**src/rtl/awd_map.svh**
```systemverilog
// Register offsets, field positions, reset values and timing constants of the watchdog.
`ifndef AWD_MAP_SVH
`define AWD_MAP_SVH

// ***************************************************************
// Register offsets
// ***************************************************************
`define AWD_ADDR_UNIT 8'hf1
`define AWD_ADDR_COUNT 8'hf2
`define AWD_ADDR_SOURCES 8'hf3
`define AWD_ADDR_CTRL 8'hf4
`define AWD_ADDR_INT_STAT 8'hf5
`define AWD_ADDR_INT_MASK 8'hf6

// ***************************************************************
// Field positions
// ***************************************************************
`define AWD_BIT_UNIT_SEC 7
`define AWD_BIT_SRC_GAME 0
`define AWD_BIT_SRC_KBD 1
`define AWD_BIT_SRC_MOUSE 2
`define AWD_BIT_SRC_RSVD 3
`define AWD_MAP_HI 7
`define AWD_MAP_LO 4
`define AWD_BIT_CTRL_STATUS 0
`define AWD_BIT_CTRL_FORCE 2
`define AWD_BIT_CTRL_KBC_EN 3
`define AWD_BIT_INT_TIMEOUT 0
`define AWD_BIT_INT_RESTART 1

// ***************************************************************
// Reset values and widths
// ***************************************************************
`define AWD_RST_BYTE 8'h00
`define AWD_ZERO_COUNT 8'h00
`define AWD_LAST_COUNT 8'h01
`define AWD_INT_W 2
`define AWD_RST_INT 2'h0
`define AWD_NO_IRQ 16'h0000

// ***************************************************************
// Timing
// ***************************************************************
`define AWD_CLK_PERIOD_NS 40
`define AWD_SECOND_NS 1000000000
`define AWD_SEC_PER_MIN 60

`endif

```
**src/rtl/awd_pkg.sv**
```systemverilog
// Types and shared decode functions of the watchdog.
package awd_pkg;

	// Counter state: disabled, counting, or stopped after a time-out.
	typedef enum logic [1:0] {
		AWD_IDLE = 2'b00,
		AWD_COUNT = 2'b01,
		AWD_EXPIRED = 2'b10
	} awd_state_t;

	// One-hot IRQ line decode; pattern zero selects no line at all.
	function automatic logic [15:0] awd_onehot(input logic [3:0] sel);
		logic [15:0] v;
		v = 16'h0001 << sel;
		if (sel == 4'h0) begin
			v = 16'h0000;
		end
		return v;
	endfunction

endpackage

```
**src/rtl/awd_tick_if.sv**
```systemverilog
// Carrier between the watchdog core and its unit prescaler.
`timescale 1ns/1ps
interface awd_tick_if;
	logic restart;
	logic unit_sec;
	logic tick;
	modport src (input restart, input unit_sec, output tick);
	modport snk (output restart, output unit_sec, input tick);
endinterface

```
**src/rtl/awd_top.sv**
```systemverilog
// Watchdog timer core with its register file and interrupt logic.
`timescale 1ns/1ps
`include "awd_map.svh"
module awd_top #(
	parameter int SEC_CYCLES = `AWD_SECOND_NS / `AWD_CLK_PERIOD_NS
) (
	input wire logic clk_sys,
	input wire logic rstn,
	input wire logic [7:0] reg_addr,
	input wire logic [7:0] reg_wdata,
	input wire logic reg_wr,
	input wire logic reg_rd,
	output logic [7:0] reg_rdata,
	input wire logic game_port_access,
	input wire logic kbd_irq,
	input wire logic mouse_irq,
	input wire logic kbc_force_line,
	output logic [15:0] irq_lines,
	output logic wdt_timeout,
	output logic irq
);

	// ***************************************************************
	// Declarations
	// ***************************************************************
	logic unit_sec;
	logic [7:0] count_val;
	logic [6:0] src_cfg;
	logic kbc_en;
	logic force_sw;
	logic kbc_pulse;
	logic [`AWD_INT_W-1:0] int_stat;
	logic [`AWD_INT_W-1:0] int_mask;
	logic [7:0] remaining;
	awd_pkg::awd_state_t state;
	logic wr_unit;
	logic wr_count;
	logic wr_src;
	logic wr_ctrl;
	logic wr_mask;
	logic rd_stat;
	logic restart_evt;
	logic reload;
	logic force_any;
	logic timeout_evt;
	logic armed;
	logic [3:0] irq_map;
	logic [7:0] next_rdata;

	awd_tick_if tif();

	// ***************************************************************
	// Register decode
	// ***************************************************************

	// One strobe per register; the master never drives both strobes at once.
	assign wr_unit = reg_wr && (reg_addr == `AWD_ADDR_UNIT);
	assign wr_count = reg_wr && (reg_addr == `AWD_ADDR_COUNT);
	assign wr_src = reg_wr && (reg_addr == `AWD_ADDR_SOURCES);
	assign wr_ctrl = reg_wr && (reg_addr == `AWD_ADDR_CTRL);
	assign wr_mask = reg_wr && (reg_addr == `AWD_ADDR_INT_MASK);
	assign rd_stat = reg_rd && (reg_addr == `AWD_ADDR_INT_STAT);
	assign irq_map = src_cfg[6:3];

	// ***************************************************************
	// Configuration registers
	// ***************************************************************

	// Only the unit bit is stored; reserved bits cannot hold anything but zero.
	always_ff @(posedge clk_sys) begin
		if (!rstn) begin
			unit_sec <= 1'b0;
		end else if (wr_unit) begin
			unit_sec <= reg_wdata[`AWD_BIT_UNIT_SEC];
		end
	end

	// Time-out value, compared against zero to enable the watchdog.
	always_ff @(posedge clk_sys) begin
		if (!rstn) begin
			count_val <= `AWD_RST_BYTE;
		end else if (wr_count) begin
			count_val <= reg_wdata;
		end
	end

	// Restart sources and IRQ mapping; the reserved bit 3 is not kept.
	always_ff @(posedge clk_sys) begin
		if (!rstn) begin
			src_cfg <= 7'h00;
		end else if (wr_src) begin
			src_cfg <= {reg_wdata[`AWD_MAP_HI:`AWD_MAP_LO], reg_wdata[`AWD_BIT_SRC_MOUSE:0]};
		end
	end

	// Force line enable; reserved control bits 7 to 4 and 1 are dropped on write.
	always_ff @(posedge clk_sys) begin
		if (!rstn) begin
			kbc_en <= 1'b0;
		end else if (wr_ctrl) begin
			kbc_en <= reg_wdata[`AWD_BIT_CTRL_KBC_EN];
		end
	end

	// Software force lives for one cycle only, so it never reads back as set.
	always_ff @(posedge clk_sys) begin
		if (!rstn) begin
			force_sw <= 1'b0;
		end else begin
			force_sw <= wr_ctrl && reg_wdata[`AWD_BIT_CTRL_FORCE];
		end
	end

	// ***************************************************************
	// Force line and prescaler
	// ***************************************************************

	// Keyboard controller force line, turned into a pulse.
	awd_edge_det u_edge (
		.clk_sys(clk_sys),
		.rstn(rstn),
		.kbc_force_line(kbc_force_line),
		.enable(kbc_en),
		.pulse(kbc_pulse)
	);

	// The prescaler restarts on every reload and sits idle while not counting.
	assign tif.restart = reload || (state != awd_pkg::AWD_COUNT);
	assign tif.unit_sec = unit_sec;

	awd_prescaler #(
		.SEC_CYCLES(SEC_CYCLES)
	) u_pre (
		.clk_sys(clk_sys),
		.rstn(rstn),
		.tif(tif)
	);

	// ***************************************************************
	// Watchdog counter
	// ***************************************************************

	// Restart requests from the enabled sources only.
	assign restart_evt = (game_port_access && src_cfg[`AWD_BIT_SRC_GAME])
		|| (kbd_irq && src_cfg[`AWD_BIT_SRC_KBD])
		|| (mouse_irq && src_cfg[`AWD_BIT_SRC_MOUSE]);
	assign armed = (count_val != `AWD_ZERO_COUNT);
	assign reload = wr_count || (armed && restart_evt);
	assign force_any = force_sw || kbc_pulse;

	// A write of the value register wins over any event in the same cycle; a restart
	// wins over a natural expiry, but a force still counts beside it.
	assign timeout_evt = armed && !wr_count && (force_any
		|| (state == awd_pkg::AWD_COUNT && tif.tick && !restart_evt
		&& remaining == `AWD_LAST_COUNT));

	// Counter state and remaining units.
	always_ff @(posedge clk_sys) begin
		if (!rstn) begin
			state <= awd_pkg::AWD_IDLE;
			remaining <= `AWD_ZERO_COUNT;
		end else if (wr_count) begin
			remaining <= reg_wdata;
			if (reg_wdata == `AWD_ZERO_COUNT) begin
				state <= awd_pkg::AWD_IDLE;
			end else begin
				state <= awd_pkg::AWD_COUNT;
			end
		end else if (!armed) begin
			state <= awd_pkg::AWD_IDLE;
		end else if (restart_evt) begin
			remaining <= count_val;
			state <= awd_pkg::AWD_COUNT;
		end else if (timeout_evt) begin
			state <= awd_pkg::AWD_EXPIRED;
		end else if (state == awd_pkg::AWD_COUNT && tif.tick) begin
			remaining <= remaining - 8'h01;
		end
	end

	// ***************************************************************
	// Time-out status and IRQ routing
	// ***************************************************************

	// Status: a time-out in the same cycle as a software clear or a reload still sets it.
	always_ff @(posedge clk_sys) begin
		if (!rstn) begin
			wdt_timeout <= 1'b0;
		end else if (timeout_evt) begin
			wdt_timeout <= 1'b1;
		end else if (wr_ctrl) begin
			wdt_timeout <= reg_wdata[`AWD_BIT_CTRL_STATUS];
		end else if (reload) begin
			wdt_timeout <= 1'b0;
		end
	end

	// Mapped IRQ line follows the status bit one cycle later.
	always_ff @(posedge clk_sys) begin
		if (!rstn) begin
			irq_lines <= `AWD_NO_IRQ;
		end else if (wdt_timeout) begin
			irq_lines <= awd_pkg::awd_onehot(irq_map);
		end else begin
			irq_lines <= `AWD_NO_IRQ;
		end
	end

	// ***************************************************************
	// Interrupt status and mask
	// ***************************************************************

	// Sticky events; the read clears, a new event in that cycle wins.
	always_ff @(posedge clk_sys) begin
		if (!rstn) begin
			int_stat <= `AWD_RST_INT;
		end else begin
			int_stat[`AWD_BIT_INT_TIMEOUT] <= timeout_evt
				|| (int_stat[`AWD_BIT_INT_TIMEOUT] && !rd_stat);
			int_stat[`AWD_BIT_INT_RESTART] <= reload
				|| (int_stat[`AWD_BIT_INT_RESTART] && !rd_stat);
		end
	end

	// Mask of the same layout.
	always_ff @(posedge clk_sys) begin
		if (!rstn) begin
			int_mask <= `AWD_RST_INT;
		end else if (wr_mask) begin
			int_mask <= reg_wdata[`AWD_INT_W-1:0];
		end
	end

	// Level interrupt, high while any unmasked event is pending.
	assign irq = |(int_stat & int_mask);

	// ***************************************************************
	// Read path
	// ***************************************************************

	// Read mux; unmapped addresses and reserved bits read as zero.
	always_comb begin
		next_rdata = `AWD_RST_BYTE;
		case (reg_addr)
			`AWD_ADDR_UNIT: begin
				next_rdata[`AWD_BIT_UNIT_SEC] = unit_sec;
			end
			`AWD_ADDR_COUNT: begin
				next_rdata = count_val;
			end
			`AWD_ADDR_SOURCES: begin
				next_rdata = {src_cfg[6:3], 1'b0, src_cfg[2:0]};
			end
			`AWD_ADDR_CTRL: begin
				next_rdata[`AWD_BIT_CTRL_STATUS] = wdt_timeout;
				next_rdata[`AWD_BIT_CTRL_KBC_EN] = kbc_en;
			end
			`AWD_ADDR_INT_STAT: begin
				next_rdata[`AWD_INT_W-1:0] = int_stat;
			end
			`AWD_ADDR_INT_MASK: begin
				next_rdata[`AWD_INT_W-1:0] = int_mask;
			end
			default: begin
				next_rdata = `AWD_RST_BYTE;
			end
		endcase
	end

	// Read data stand only in the cycle after the strobe, zero otherwise.
	always_ff @(posedge clk_sys) begin
		if (!rstn) begin
			reg_rdata <= `AWD_RST_BYTE;
		end else if (reg_rd) begin
			reg_rdata <= next_rdata;
		end else begin
			reg_rdata <= `AWD_RST_BYTE;
		end
	end

	// ***************************************************************
	// Checks
	// ***************************************************************

	a_disabled_no_timeout:
	assert property (@(posedge clk_sys) disable iff (!rstn)
		(count_val == `AWD_ZERO_COUNT) |-> !timeout_evt ##1 (state != awd_pkg::AWD_EXPIRED
		|| wr_count || $past(wr_count)))
		else $error("time-out while value is zero");

	a_write_reloads_count:
	assert property (@(posedge clk_sys) disable iff (!rstn)
		wr_count |=> (remaining == $past(reg_wdata)) && (count_val == $past(reg_wdata)))
		else $error("value write did not reload the counter");

	a_game_restart_gate:
	assert property (@(posedge clk_sys) disable iff (!rstn)
		(game_port_access && !src_cfg[`AWD_BIT_SRC_GAME] && !kbd_irq && !mouse_irq
		&& !wr_count && state == awd_pkg::AWD_EXPIRED && !force_any)
		|=> state == awd_pkg::AWD_EXPIRED)
		else $error("disabled game port access restarted the watchdog");

	a_kbd_restart_load:
	assert property (@(posedge clk_sys) disable iff (!rstn)
		(kbd_irq && src_cfg[`AWD_BIT_SRC_KBD] && armed && !wr_count)
		|=> (remaining == $past(count_val)) && (state == awd_pkg::AWD_COUNT))
		else $error("keyboard interrupt did not restart the count");

	a_mouse_restart_load:
	assert property (@(posedge clk_sys) disable iff (!rstn)
		(mouse_irq && src_cfg[`AWD_BIT_SRC_MOUSE] && armed && !wr_count)
		|=> (remaining == $past(count_val)) && (state == awd_pkg::AWD_COUNT))
		else $error("mouse interrupt did not restart the count");

	a_irq_route_line:
	assert property (@(posedge clk_sys) disable iff (!rstn)
		wdt_timeout |=> irq_lines == awd_pkg::awd_onehot($past(irq_map)))
		else $error("time-out not routed to the selected IRQ line");

	a_force_sets_status:
	assert property (@(posedge clk_sys) disable iff (!rstn)
		(wr_ctrl && reg_wdata[`AWD_BIT_CTRL_FORCE] && armed) ##1 !wr_count |=> wdt_timeout)
		else $error("software force did not give a time-out");

	a_force_reads_zero:
	assert property (@(posedge clk_sys) disable iff (!rstn)
		(reg_rd && reg_addr == `AWD_ADDR_CTRL) |=> (!reg_rdata[`AWD_BIT_CTRL_FORCE]
		&& reg_rdata[`AWD_BIT_CTRL_STATUS] == $past(wdt_timeout)))
		else $error("control read gave a wrong status or force bit");

	a_expired_stays_stopped:
	assert property (@(posedge clk_sys) disable iff (!rstn)
		(state == awd_pkg::AWD_EXPIRED && !reload && armed)
		|=> (state == awd_pkg::AWD_EXPIRED) && $stable(remaining))
		else $error("expired watchdog moved without a reload");

	a_status_follows_timeout:
	assert property (@(posedge clk_sys) disable iff (!rstn)
		timeout_evt |=> wdt_timeout && int_stat[`AWD_BIT_INT_TIMEOUT])
		else $error("time-out did not set the status bits");
endmodule

```
**src/rtl/awd_prescaler.sv**
```systemverilog
// Prescaler that turns the system clock into second or minute ticks.
`timescale 1ns/1ps
`include "awd_map.svh"
module awd_prescaler #(
	parameter int SEC_CYCLES = 25000000
) (
	input wire logic clk_sys,
	input wire logic rstn,
	awd_tick_if.src tif
);
	localparam int CW = (SEC_CYCLES > 2) ? $clog2(SEC_CYCLES) : 1;

	logic [CW-1:0] cyc;
	logic [5:0] secs;
	logic sec_wrap;
	logic min_wrap;

	// Wrap points of the two stages.
	assign sec_wrap = (cyc == CW'(SEC_CYCLES - 1));
	assign min_wrap = sec_wrap && (secs == 6'(`AWD_SEC_PER_MIN - 1));

	// Cycle stage; a restart throws away the partial unit so timing starts clean.
	always_ff @(posedge clk_sys) begin
		if (!rstn || tif.restart || sec_wrap) begin
			cyc <= '0;
		end else begin
			cyc <= cyc + CW'(1);
		end
	end

	// Second stage, always running so the unit can change mid-count.
	always_ff @(posedge clk_sys) begin
		if (!rstn || tif.restart || min_wrap) begin
			secs <= '0;
		end else if (sec_wrap) begin
			secs <= secs + 6'h01;
		end
	end

	// Unit tick in whichever unit is selected right now.
	assign tif.tick = tif.unit_sec ? sec_wrap : min_wrap;
endmodule

```
**src/rtl/awd_edge_det.sv**
```systemverilog
// Rising-edge detector for the keyboard controller force line.
`timescale 1ns/1ps
module awd_edge_det (
	input wire logic clk_sys,
	input wire logic rstn,
	input wire logic kbc_force_line,
	input wire logic enable,
	output logic pulse
);
	logic prev;

	// The previous level is tracked even while disabled, so enabling with the line high
	// does not fire; only a later rising edge counts.
	always_ff @(posedge clk_sys) begin
		if (!rstn) begin
			prev <= 1'b0;
		end else begin
			prev <= kbc_force_line;
		end
	end

	// Self-clearing one-cycle pulse, however long the line stays high.
	always_ff @(posedge clk_sys) begin
		if (!rstn) begin
			pulse <= 1'b0;
		end else begin
			pulse <= enable && kbc_force_line && !prev;
		end
	end

	a_kbc_edge_pulse:
	assert property (@(posedge clk_sys) disable iff (!rstn)
		(enable && kbc_force_line && !prev) |=> pulse ##1 !pulse)
		else $error("force line edge did not give a single pulse");
endmodule

```
**config.mk**
```make
export PLATFORM = sky130hd
export DESIGN_NAME = awd_top
export DESIGN_NICKNAME = d
export VERILOG_FILES = /design/src/rtl/awd_pkg.sv /design/src/rtl/awd_tick_if.sv /design/src/rtl/awd_top.sv /design/src/rtl/awd_prescaler.sv /design/src/rtl/awd_edge_det.sv
export VERILOG_INCLUDE_DIRS = /design/src /design/src/rtl
export SDC_FILE = /design/constraint.sdc
export NUM_CORES = 1
export LEC_CHECK = 0
export BUFFER_PORTS_ARGS = -buffer_cell sky130_fd_sc_hd__buf_2
export CORE_MARGIN = 1.5
export CORE_UTILIZATION = 45
export DETAILED_ROUTE_END_ITERATION = 8
export PLACE_DENSITY_LB_ADDON = 0.25
export SYNTH_ARGS = -nofsm -noshare
export SYNTH_HDL_FRONTEND = slang
export SYNTH_SLANG_ARGS = --single-unit
```
**constraint.sdc**
```tcl
create_clock -name clk_sys -period 2.5 [get_ports clk_sys]
set_clock_uncertainty 0.1 [all_clocks]
set_input_delay 0.25 -clock clk_sys [delete_from_list [all_inputs] [get_ports clk_sys]]
set_output_delay 0.25 -clock clk_sys [all_outputs]
set_load 0.02 [all_outputs]
```
### Yosys cells after proc, flatten, opt, wreduce, memory -nomap -nowiden

Cells that the tools add are included.

| operators by class | value |
|---|---|
| add/subtract/negate cells | 3 |
| equal/unequal tests | 13 |
| shift-type cells | 1 |
| multiplexer cells | 20 |
| bitwise operators | 3 |
| reductions and logical operators | 47 |

Operators with widths:

| kind | count |
|---|---|
| 8-bit equality test (second input constant) | 6 |
| 8-bit 2-to-1 mux | 5 |
| 25-bit by 1-bit adder with 25-bit output (second input constant) | 1 |
| 25-bit equality test (second input constant) | 1 |
| 1-bit logical AND | 21 |
| 1-bit by 4-bit left shift with 16-bit output (first input constant) | 1 |
| 1-bit logical OR | 11 |
| 8-bit by 1-bit equality test with 1-bit output (second input constant) | 1 |
| 8-bit zero test | 1 |
| 2-bit 2-to-1 mux | 4 |
| 8-bit nonzero test | 1 |
| 8-bit by 1-bit subtractor with 8-bit output (second input constant) | 1 |
| 6-bit by 1-bit adder with 6-bit output (second input constant) | 1 |
| 6-bit equality test (second input constant) | 1 |
| 3-bit case mux with 2 select lines | 1 |
| 3-bit nonzero test | 2 |
| 1-bit zero test | 5 |
| 1-bit 2-to-1 mux | 5 |
| 1-bit case mux with 5 select lines | 1 |
| 4-bit zero test | 1 |
| 4-bit != test (second input constant) | 1 |
| 1-bit case mux with 2 select lines | 2 |
| 1-bit case mux with 4 select lines | 1 |
| 3-bit != test (second input constant) | 1 |
| other kinds (10) | 11 |

| word-level totals | value |
|---|---|
| bits in registers | 90 |
| output and inout bits | 26 |
| logic and storage cells | 103 |

### Longest topological paths before layout

Gate-level depths: netlist of the first run.

| logic depth | value |
|---|---|
| depth in word-level cells | 12 |
| depth in mapped cells | 7 |
| depth with buffers taken out | 7 |

### By module

Synthesis of the first run repeated with hierarchy kept, for this count alone.

| unflattened totals | value |
|---|---|
| cells, all modules | 466 |
| area, all modules | 4179.0 µm² |

Modules (own cells, without submodules):

| module | instances | cells each | area an instance (µm²) |
|---|---|---|---|
| awd_top | 1 | 284 | 2549.9 |
| awd_prescaler | 1 | 178 | 1572.8 |
| awd_edge_det | 1 | 4 | 56.3 |

### Least setup slack after synthesis of the first run

Ideal clock, no wire load.

| path | value |
|---|---|
| path kind | flip-flop to flip-flop |
| start | register u_pre.cyc[16] |
| end | register remaining[2] |
| library setup time | 0.121 ns |
| arrival | 2.006 ns |
| data required time | 2.279 ns |
| slack | 0.272 ns |
| stages on the path, launching flop included | 7 |
| buffers on the path | 1 |
| period minus slack after synthesis | 2.228 ns |
| cells stage by stage | dfxtp_1 nand4_1 or4b_1 or3_4 o31a_1 buf_6 mux2_4 |

| on the way | value |
|---|---|
| cells in the longest elaborated chain, start to end | 10 |

Ends and longest elaborated chain:

| item | line | text |
|---|---|---|
| start: declaration | awd_prescaler.sv:13 | `logic [CW-1:0] cyc;` |
| start signal: assignment | awd_prescaler.sv:27 | `cyc <= cyc + CW'(1);` |
| 25-bit equality test (*) | awd_prescaler.sv:19 | `assign sec_wrap = (cyc == CW'(SEC_CYCLES - 1));` |
| 1-bit logical AND | awd_prescaler.sv:20 | `` assign min_wrap = sec_wrap && (secs == 6'(`AWD_SEC_PER_MIN - 1)); `` |
| 1-bit 2-to-1 mux (*) | awd_prescaler.sv:41 | `assign tif.tick = tif.unit_sec ? sec_wrap : min_wrap;` |
| 1-bit logical AND (*) | awd_top.sv:154, awd_top.sv:176 |  |
| 1-bit logical AND | awd_top.sv:154 | `\|\| (state == awd_pkg::AWD_COUNT && tif.tick && !restart_evt` |
| 1-bit logical AND (no line) | n/a |  |
| 1-bit logical OR | awd_top.sv:153 | `assign timeout_evt = armed && !wr_count && (force_any` |
| 1-bit logical AND | awd_top.sv:153 |  |
| 3-bit != test (no line) | n/a |  |
| 3-bit AND reduction (no line) (*) | n/a |  |
| end signal: assignment | awd_top.sv:161 | `` remaining <= `AWD_ZERO_COUNT; `` |
| end signal: assignment | awd_top.sv:163 | `remaining <= reg_wdata;` |
| end signal: assignment | awd_top.sv:172 | `remaining <= count_val;` |
| end: declaration | awd_top.sv:34 | `logic [7:0] remaining;` |

Every way passes the cells marked *; elsewhere a longest branch is shown, timed or not.
A chain may end at the register's enable or synchronous reset.

### Worst setup path in the final report of the first run

| path | value |
|---|---|
| start | register u_pre.cyc[19] |
| end | register u_pre.secs[2] |

| on the way | value |
|---|---|
| cells in the longest elaborated chain, start to end | 3 |

Ends and longest elaborated chain:

| item | line | text |
|---|---|---|
| 25-bit equality test (*) | awd_prescaler.sv:19 |  |
| 1-bit logical AND | awd_prescaler.sv:20 |  |
| 1-bit logical OR | awd_prescaler.sv:33 | `if (!rstn \|\| tif.restart \|\| min_wrap) begin` |
| end signal: assignment | awd_prescaler.sv:36 | `secs <= secs + 6'h01;` |
| end: declaration | awd_prescaler.sv:14 | `logic [5:0] secs;` |

Marks and branches as above.

==> results of run 1 <==
[cell families after synthesis]
family	share of synthesized area, %
adder cells (fa/ha/maj)	1.26
multiplexers	6.79
flip-flops	45.5
buffers and inverters	2.72
other	0.0947
AND/OR/NAND/NOR	27.5
XOR/XNOR	5.75
AO/OA/AOI/OAI	10.4
[area by class of cell]
class | count | area, um2 | area share, %
multi-input cells | 333 | 2060 | 44.9
clock buffers | 9 | 124 | 2.71
well taps | 108 | 135 | 2.95
flip-flops and latches | 90 | 1800 | 39.4
repair buffers | 62 | 343 | 7.49
inverters | 8 | 30.0 | 0.656
clock inverters | 7 | 87.6 | 1.91
[power groups by stage]
stage | clock, mW | sequential (mW) | combinational (mW)
final | 1.06 | 1.44 | 0.0792
after global routing | 1.14 | 1.44 | 0.0866
after CTS | 1.08 | 1.44 | 0.0784
after floorplan | 0 | 1.47 | 0.0367
after detailed placement | 0 | 1.47 | 0.0779
after global placement | 0 | 1.47 | 0.0776
[cell usage after synthesis, types with 2 or more instances]
library cell | n | area share (%)
a211oi_1 | 5 | 0.95
a21boi_0 | 4 | 0.76
a21o_1 | 2 | 0.38
a21oi_1 | 10 | 1.3
a22o_1 | 2 | 0.44
a22oi_1 | 4 | 0.76
and2_1 | 9 | 1.4
and3_1 | 8 | 1.3
buf_2 | 2 | 0.25
clkbuf_1 | 15 | 1.4
dfxtp_1 | 90 | 45
ha_1 | 4 | 1.3
inv_1 | 8 | 0.76
mux2_2 | 3 | 0.85
mux2i_1 | 22 | 5.6
nand2_1 | 37 | 3.5
nand2b_1 | 4 | 0.63
nand3_1 | 16 | 2.0
nand4_1 | 17 | 2.7
nor2_1 | 64 | 6.1
nor2b_1 | 17 | 2.7
nor3_1 | 14 | 1.8
nor4_1 | 12 | 1.9
nor4b_1 | 2 | 0.44
o21a_1 | 5 | 0.95
o21ai_0 | 12 | 1.5
o31a_1 | 3 | 0.66
o31ai_1 | 3 | 0.57
or3_1 | 4 | 0.63
or4_1 | 4 | 0.76
xnor2_1 | 15 | 3.3
xor2_1 | 11 | 2.4
[worst max-delay path: stages, from the launching register on]
cell	delay, ps
dfxtp_1	420
nand4_1	110
or4b_1	520
or3_1	530
buf_4	210
or3_1	310
a21oi_1	140
[stage by stage]
| stage | worst slack, ps | utilization (%) |
|---|---|---|
| final | 81.5 | 53.0 |
| after global routing | 31.8 | 53.0 |
| after CTS | 100 | 53.0 |
| after detailed placement | 151 | 50.6 |
| after global placement | 182 | 50.6 |
| after floorplan | 272 | - |
[per-layer routing]
layer  wire (um)  up-vias  track usage (%)
met5           0        -                0
met4          90        0             6.80
met3         440        9             3.11
met2        3940       98             30.9
met1        4280     1536             27.4
li1            -     1696                -
[registers in the layout, indices dropped and copies added (netlist names), 2 cells and up]
name	cells
u_pre.cyc	25
irq_lines	16
count_val	8
reg_rdata	8
remaining	8
src_cfg	7
u_pre.secs	6
int_mask	2
int_stat	2
state	2
[final timing paths]
kind	to	slack (ps)
max reg2reg	u_pre.secs[2]	80
min	u_edge.prev	20
min reg2reg	state[1]	360
max	u_pre.secs[2]	80
==> metrics, run 1 <==
Mapped Nets=477; Post-synth ARST share=0%; Finished Layout Cells=617; class of the worst hold path=input pin to register; Synth cell types=53; initial DRC count=226; Worst Hold Path Cells=2; fillcell total=805; htree depth=3; max_slew headroom=61.2%; Ys Warns=0; Post-Synthesis Cell Area=3960 um2; vias in the first global route=3190; Num Clock Sinks=90; PwrDens=562 nW/um2; CP required=2680 ps; Die Ht=96.8 um; Finished Cell Area=4580 um2; hpwl dp=6510 um; Die Area=9370 um2; sequential share of the synthesized area=45.5%; Vias=3339; pins over their slew limit=0; Hold WS=15.1 ps; Sum Neg Setup Slack=0 ps; Post-CTS Resized=0; Worst-Margin Slew=576 ps; most common cell after layout, fill and taps aside=dfxtp_1; path depth of the worst reg2reg path=6; detailed-route wire length per cell=14.2 um; CP Max Fanout=9; clock-pin transition on the worst setup and hold timing paths=110 ps; clock tree buffer depth=2; TritonCTS clock tree=done; FF-to-FF Start=u_pre.cyc[19]; PortBufs=49; Worst EP arrival=2600 ps; Worst Setup Start Kind=register; critical path class=register to register; Via density=5.41; GRT Total Usage=19.6%; DP Area=4370 um2; number of placement rows=34; Initial DRT Pass Iterations=4; Worst Setup End Kind=register; GP Congestion=0.936; # Max-Cap Violations=0; latest clock arrival within the worst-skew pair=360 ps; layout cell share with drive strength beyond 1=16.7%; combinational power share=3.1%; most frequent cells in the layout=dfxtp_1, nor2_1, buf_2, nand2_1, mux2i_1; Routed WL=8750 um; fin crit share=96.7%; status=finished clean; post-synthesis register bit count=90; RSZ-0062 raised after global routing=no; Switch Pwr=619 uW; worst hold start=kbc_force_line; total chip power=2.57 mW; Hold Fails Final Rpt=0; P_int=1.96 mW; antenna fix cells=0; Clock Power Share=41.1%; sw frac=24.0%; Fmax=0.413 GHz; syn avg cell area=8.82 um2; Reg power frac=55.8%; EDFF count, synth=0; initial antenna violation count=0; cts bufs inserted=9; Top-Level Pins=50; Starting Density=45.9%; Layout Nets=532; CTS Root Cell=clkbuf_8; gr ovfl total=0; Most used DFF post-synth=dfxtp_1; first-pass GRT wire length=15400 um; crit path from=u_pre.cyc[19]; Post-Place Cells=601; area grow syn2layout=15.6%; Mapped Cells=449; # DRC=0; endpoints failing setup=0; min Tclk post-route=2420 ps; post-CTS setup buffers=0; largest net degree at the start of global routing=24; maximum VDD drop=0.295 mV; Leak=1.83 nW; DIE WIDTH=96.8 um; Post-CTS Hold Buffers=0; Core ar.=8640 um2; ANT nets after route=0
Power figures use the tool's default switching activity.
==> run 2, diff against run 1 <==
- CELL_PAD_IN_SITES_DETAIL_PLACEMENT: not set -> 0
- CELL_PAD_IN_SITES_GLOBAL_PLACEMENT: not set -> 1
- CORE_UTILIZATION: 45 -> 43
==> metrics, run 2 (synthesis results as in run 1) <==
# Max-Cap Violations=0; Post-CTS Hold Buffers=0; critical path class=register to register; Vias=3330; hold endpoint=u_edge.prev; Largest register FFs=25; FF-to-FF Start=u_pre.cyc[18]; area grow syn2layout=16.7%; cts bufs inserted=9; GRT Total Usage=19.9%; fin crit share=95.2%; number of placement rows=34; worst-path cell chain=nand4_1 > or4b_1 > or3_4 > o31a_1 > mux2_4; endpoints failing setup=0; most common cell after layout, fill and taps aside=dfxtp_1; first-pass GRT wire length=15500 um; # DRC=6; DIE WIDTH=99.0 um; CP required=2650 ps; PwrDens=557 nW/um2; clock-pin transition on the worst setup and hold timing paths=90 ps; htree depth=3; Core ar.=8810 um2; layout cell share with drive strength beyond 1=17.3%; fillcell total=832; PortBufs=49; detailed-route wire length per cell=14.8 um; Worst-Margin Slew=524 ps; register-to-register setup slack=120 ps; worst r2r dst=remaining[2]; post-CTS setup buffers=0; Hold Fails Final Rpt=0; hpwl dp=6810 um; Worst Setup End Kind=register; Die Ht=99.0 um; most frequent cells in the layout=dfxtp_1, nor2_1, buf_2, nand2_1, mux2i_1; clock tree buffer depth=2; pins over their slew limit=0; largest net degree at the start of global routing=26; critical path's slowest cell=or4b_1; CP Max Fanout=6; GP Congestion=0.815; Post-CTS Resized=0; Layout Nets=538; RSZ-0062 raised after global routing=no; Leak=1.86 nW; min Tclk post-route=2380 ps; path depth of the worst reg2reg path=5; Sum Neg Setup Slack=0 ps; Top Registers=u_pre.cyc (25), irq_lines (16); Worst Setup Start Kind=register; vias in the first global route=3050; slowest stage delay, CP=530 ps; latest clock arrival within the worst-skew pair=350 ps; maximum VDD drop=0.309 mV; Most flops, register=u_pre.cyc; total chip power=2.57 mW; Initial DRT Pass Iterations=6; antenna fix cells=0; Top-Level Pins=50; failing checks=DRC; class of the worst hold path=input pin to register; Routed WL=9160 um; Num Clock Sinks=90; worst hold start=kbc_force_line; Via density=5.36; CTS Root Cell=clkbuf_8; initial DRC count=195; Worst Hold Path Cells=2; Fmax=0.420 GHz; status=complete, but fails checks; Worst EP arrival=2530 ps; max_slew headroom=64.7%; gr ovfl total=0; initial antenna violation count=0; Die Area=9790 um2; ANT nets after route=0; Starting Density=45.0%; TritonCTS clock tree=done
[run 2: cell count changes in the layout (fill, tap and decap cells not counted), sizes merged]
cell,before,now
inv,13,8
buf,62,68
bufinv,1,2
clkbuf,9,11
[run 2: layout make-up]
type	count	area (um2)	area share, %
clock buffers	11	141	3.06
clock inverters	3	65.1	1.41
inverters	8	30.0	0.650
multi-input cells	333	2060	44.6
flip-flops and latches	90	1800	39.0
well taps	108	135	2.92
repair buffers	68	388	8.39
[run 2: layer usage]
metal / track usage (%) / share of wire (%) / vias up
met5: 0 / 0 / -
met4: 3.96 / 0.87 / 0
met3: 4.54 / 5.5 / 8
met2: 29.4 / 42 / 80
met1: 29.6 / 51 / 1540
li1: - / - / 1702
[run 2: worst max-delay path: cells and delay by family, from the launching register on]
kind	cells	cell delay, ps
muxes	1	340
and+or+nand+nor	3	1070
AOI/OAI and AO/OA	1	380
DFF	1	390
[run 2: how the worst max path moves through the flow]
stage | from | endpoint | slack, ps
after global placement | u_pre.cyc[18] | u_pre.secs[5] | 160
final | u_pre.cyc[18] | remaining[2] | 120
after detailed placement | u_pre.cyc[18] | u_pre.secs[5] | 70
after CTS | u_pre.cyc[18] | u_pre.secs[5] | 40
after floorplan | u_pre.cyc[16] | remaining[2] | 270
after global routing | u_pre.cyc[0] | remaining[3] | 20
[run 2: where the power goes]
part / switching, mW / total (mW) / internal [mW]
sequential: 0.00128 / 1.44 / 1.43
combinational: 0.0486 / 0.0797 / 0.0311
clock: 0.480 / 1.06 / 0.579
[run 2: through the flow]
stage | std cells | worst slack, ps | cell area [um2] | hold WS [ps] | util (%)
after floorplan | 449 | 272 | 3960 | 264 | -
after global routing | 621 | 23.8 | 4620 | 65.0 | 52.5
after global placement | 607 | 164 | 4410 | 339 | 50.1
after CTS | 621 | 39.3 | 4620 | 36.8 | 52.4
final | 621 | 120 | 4620 | 42.7 | 52.5
after detailed placement | 607 | 69.4 | 4410 | 339 | 50.1
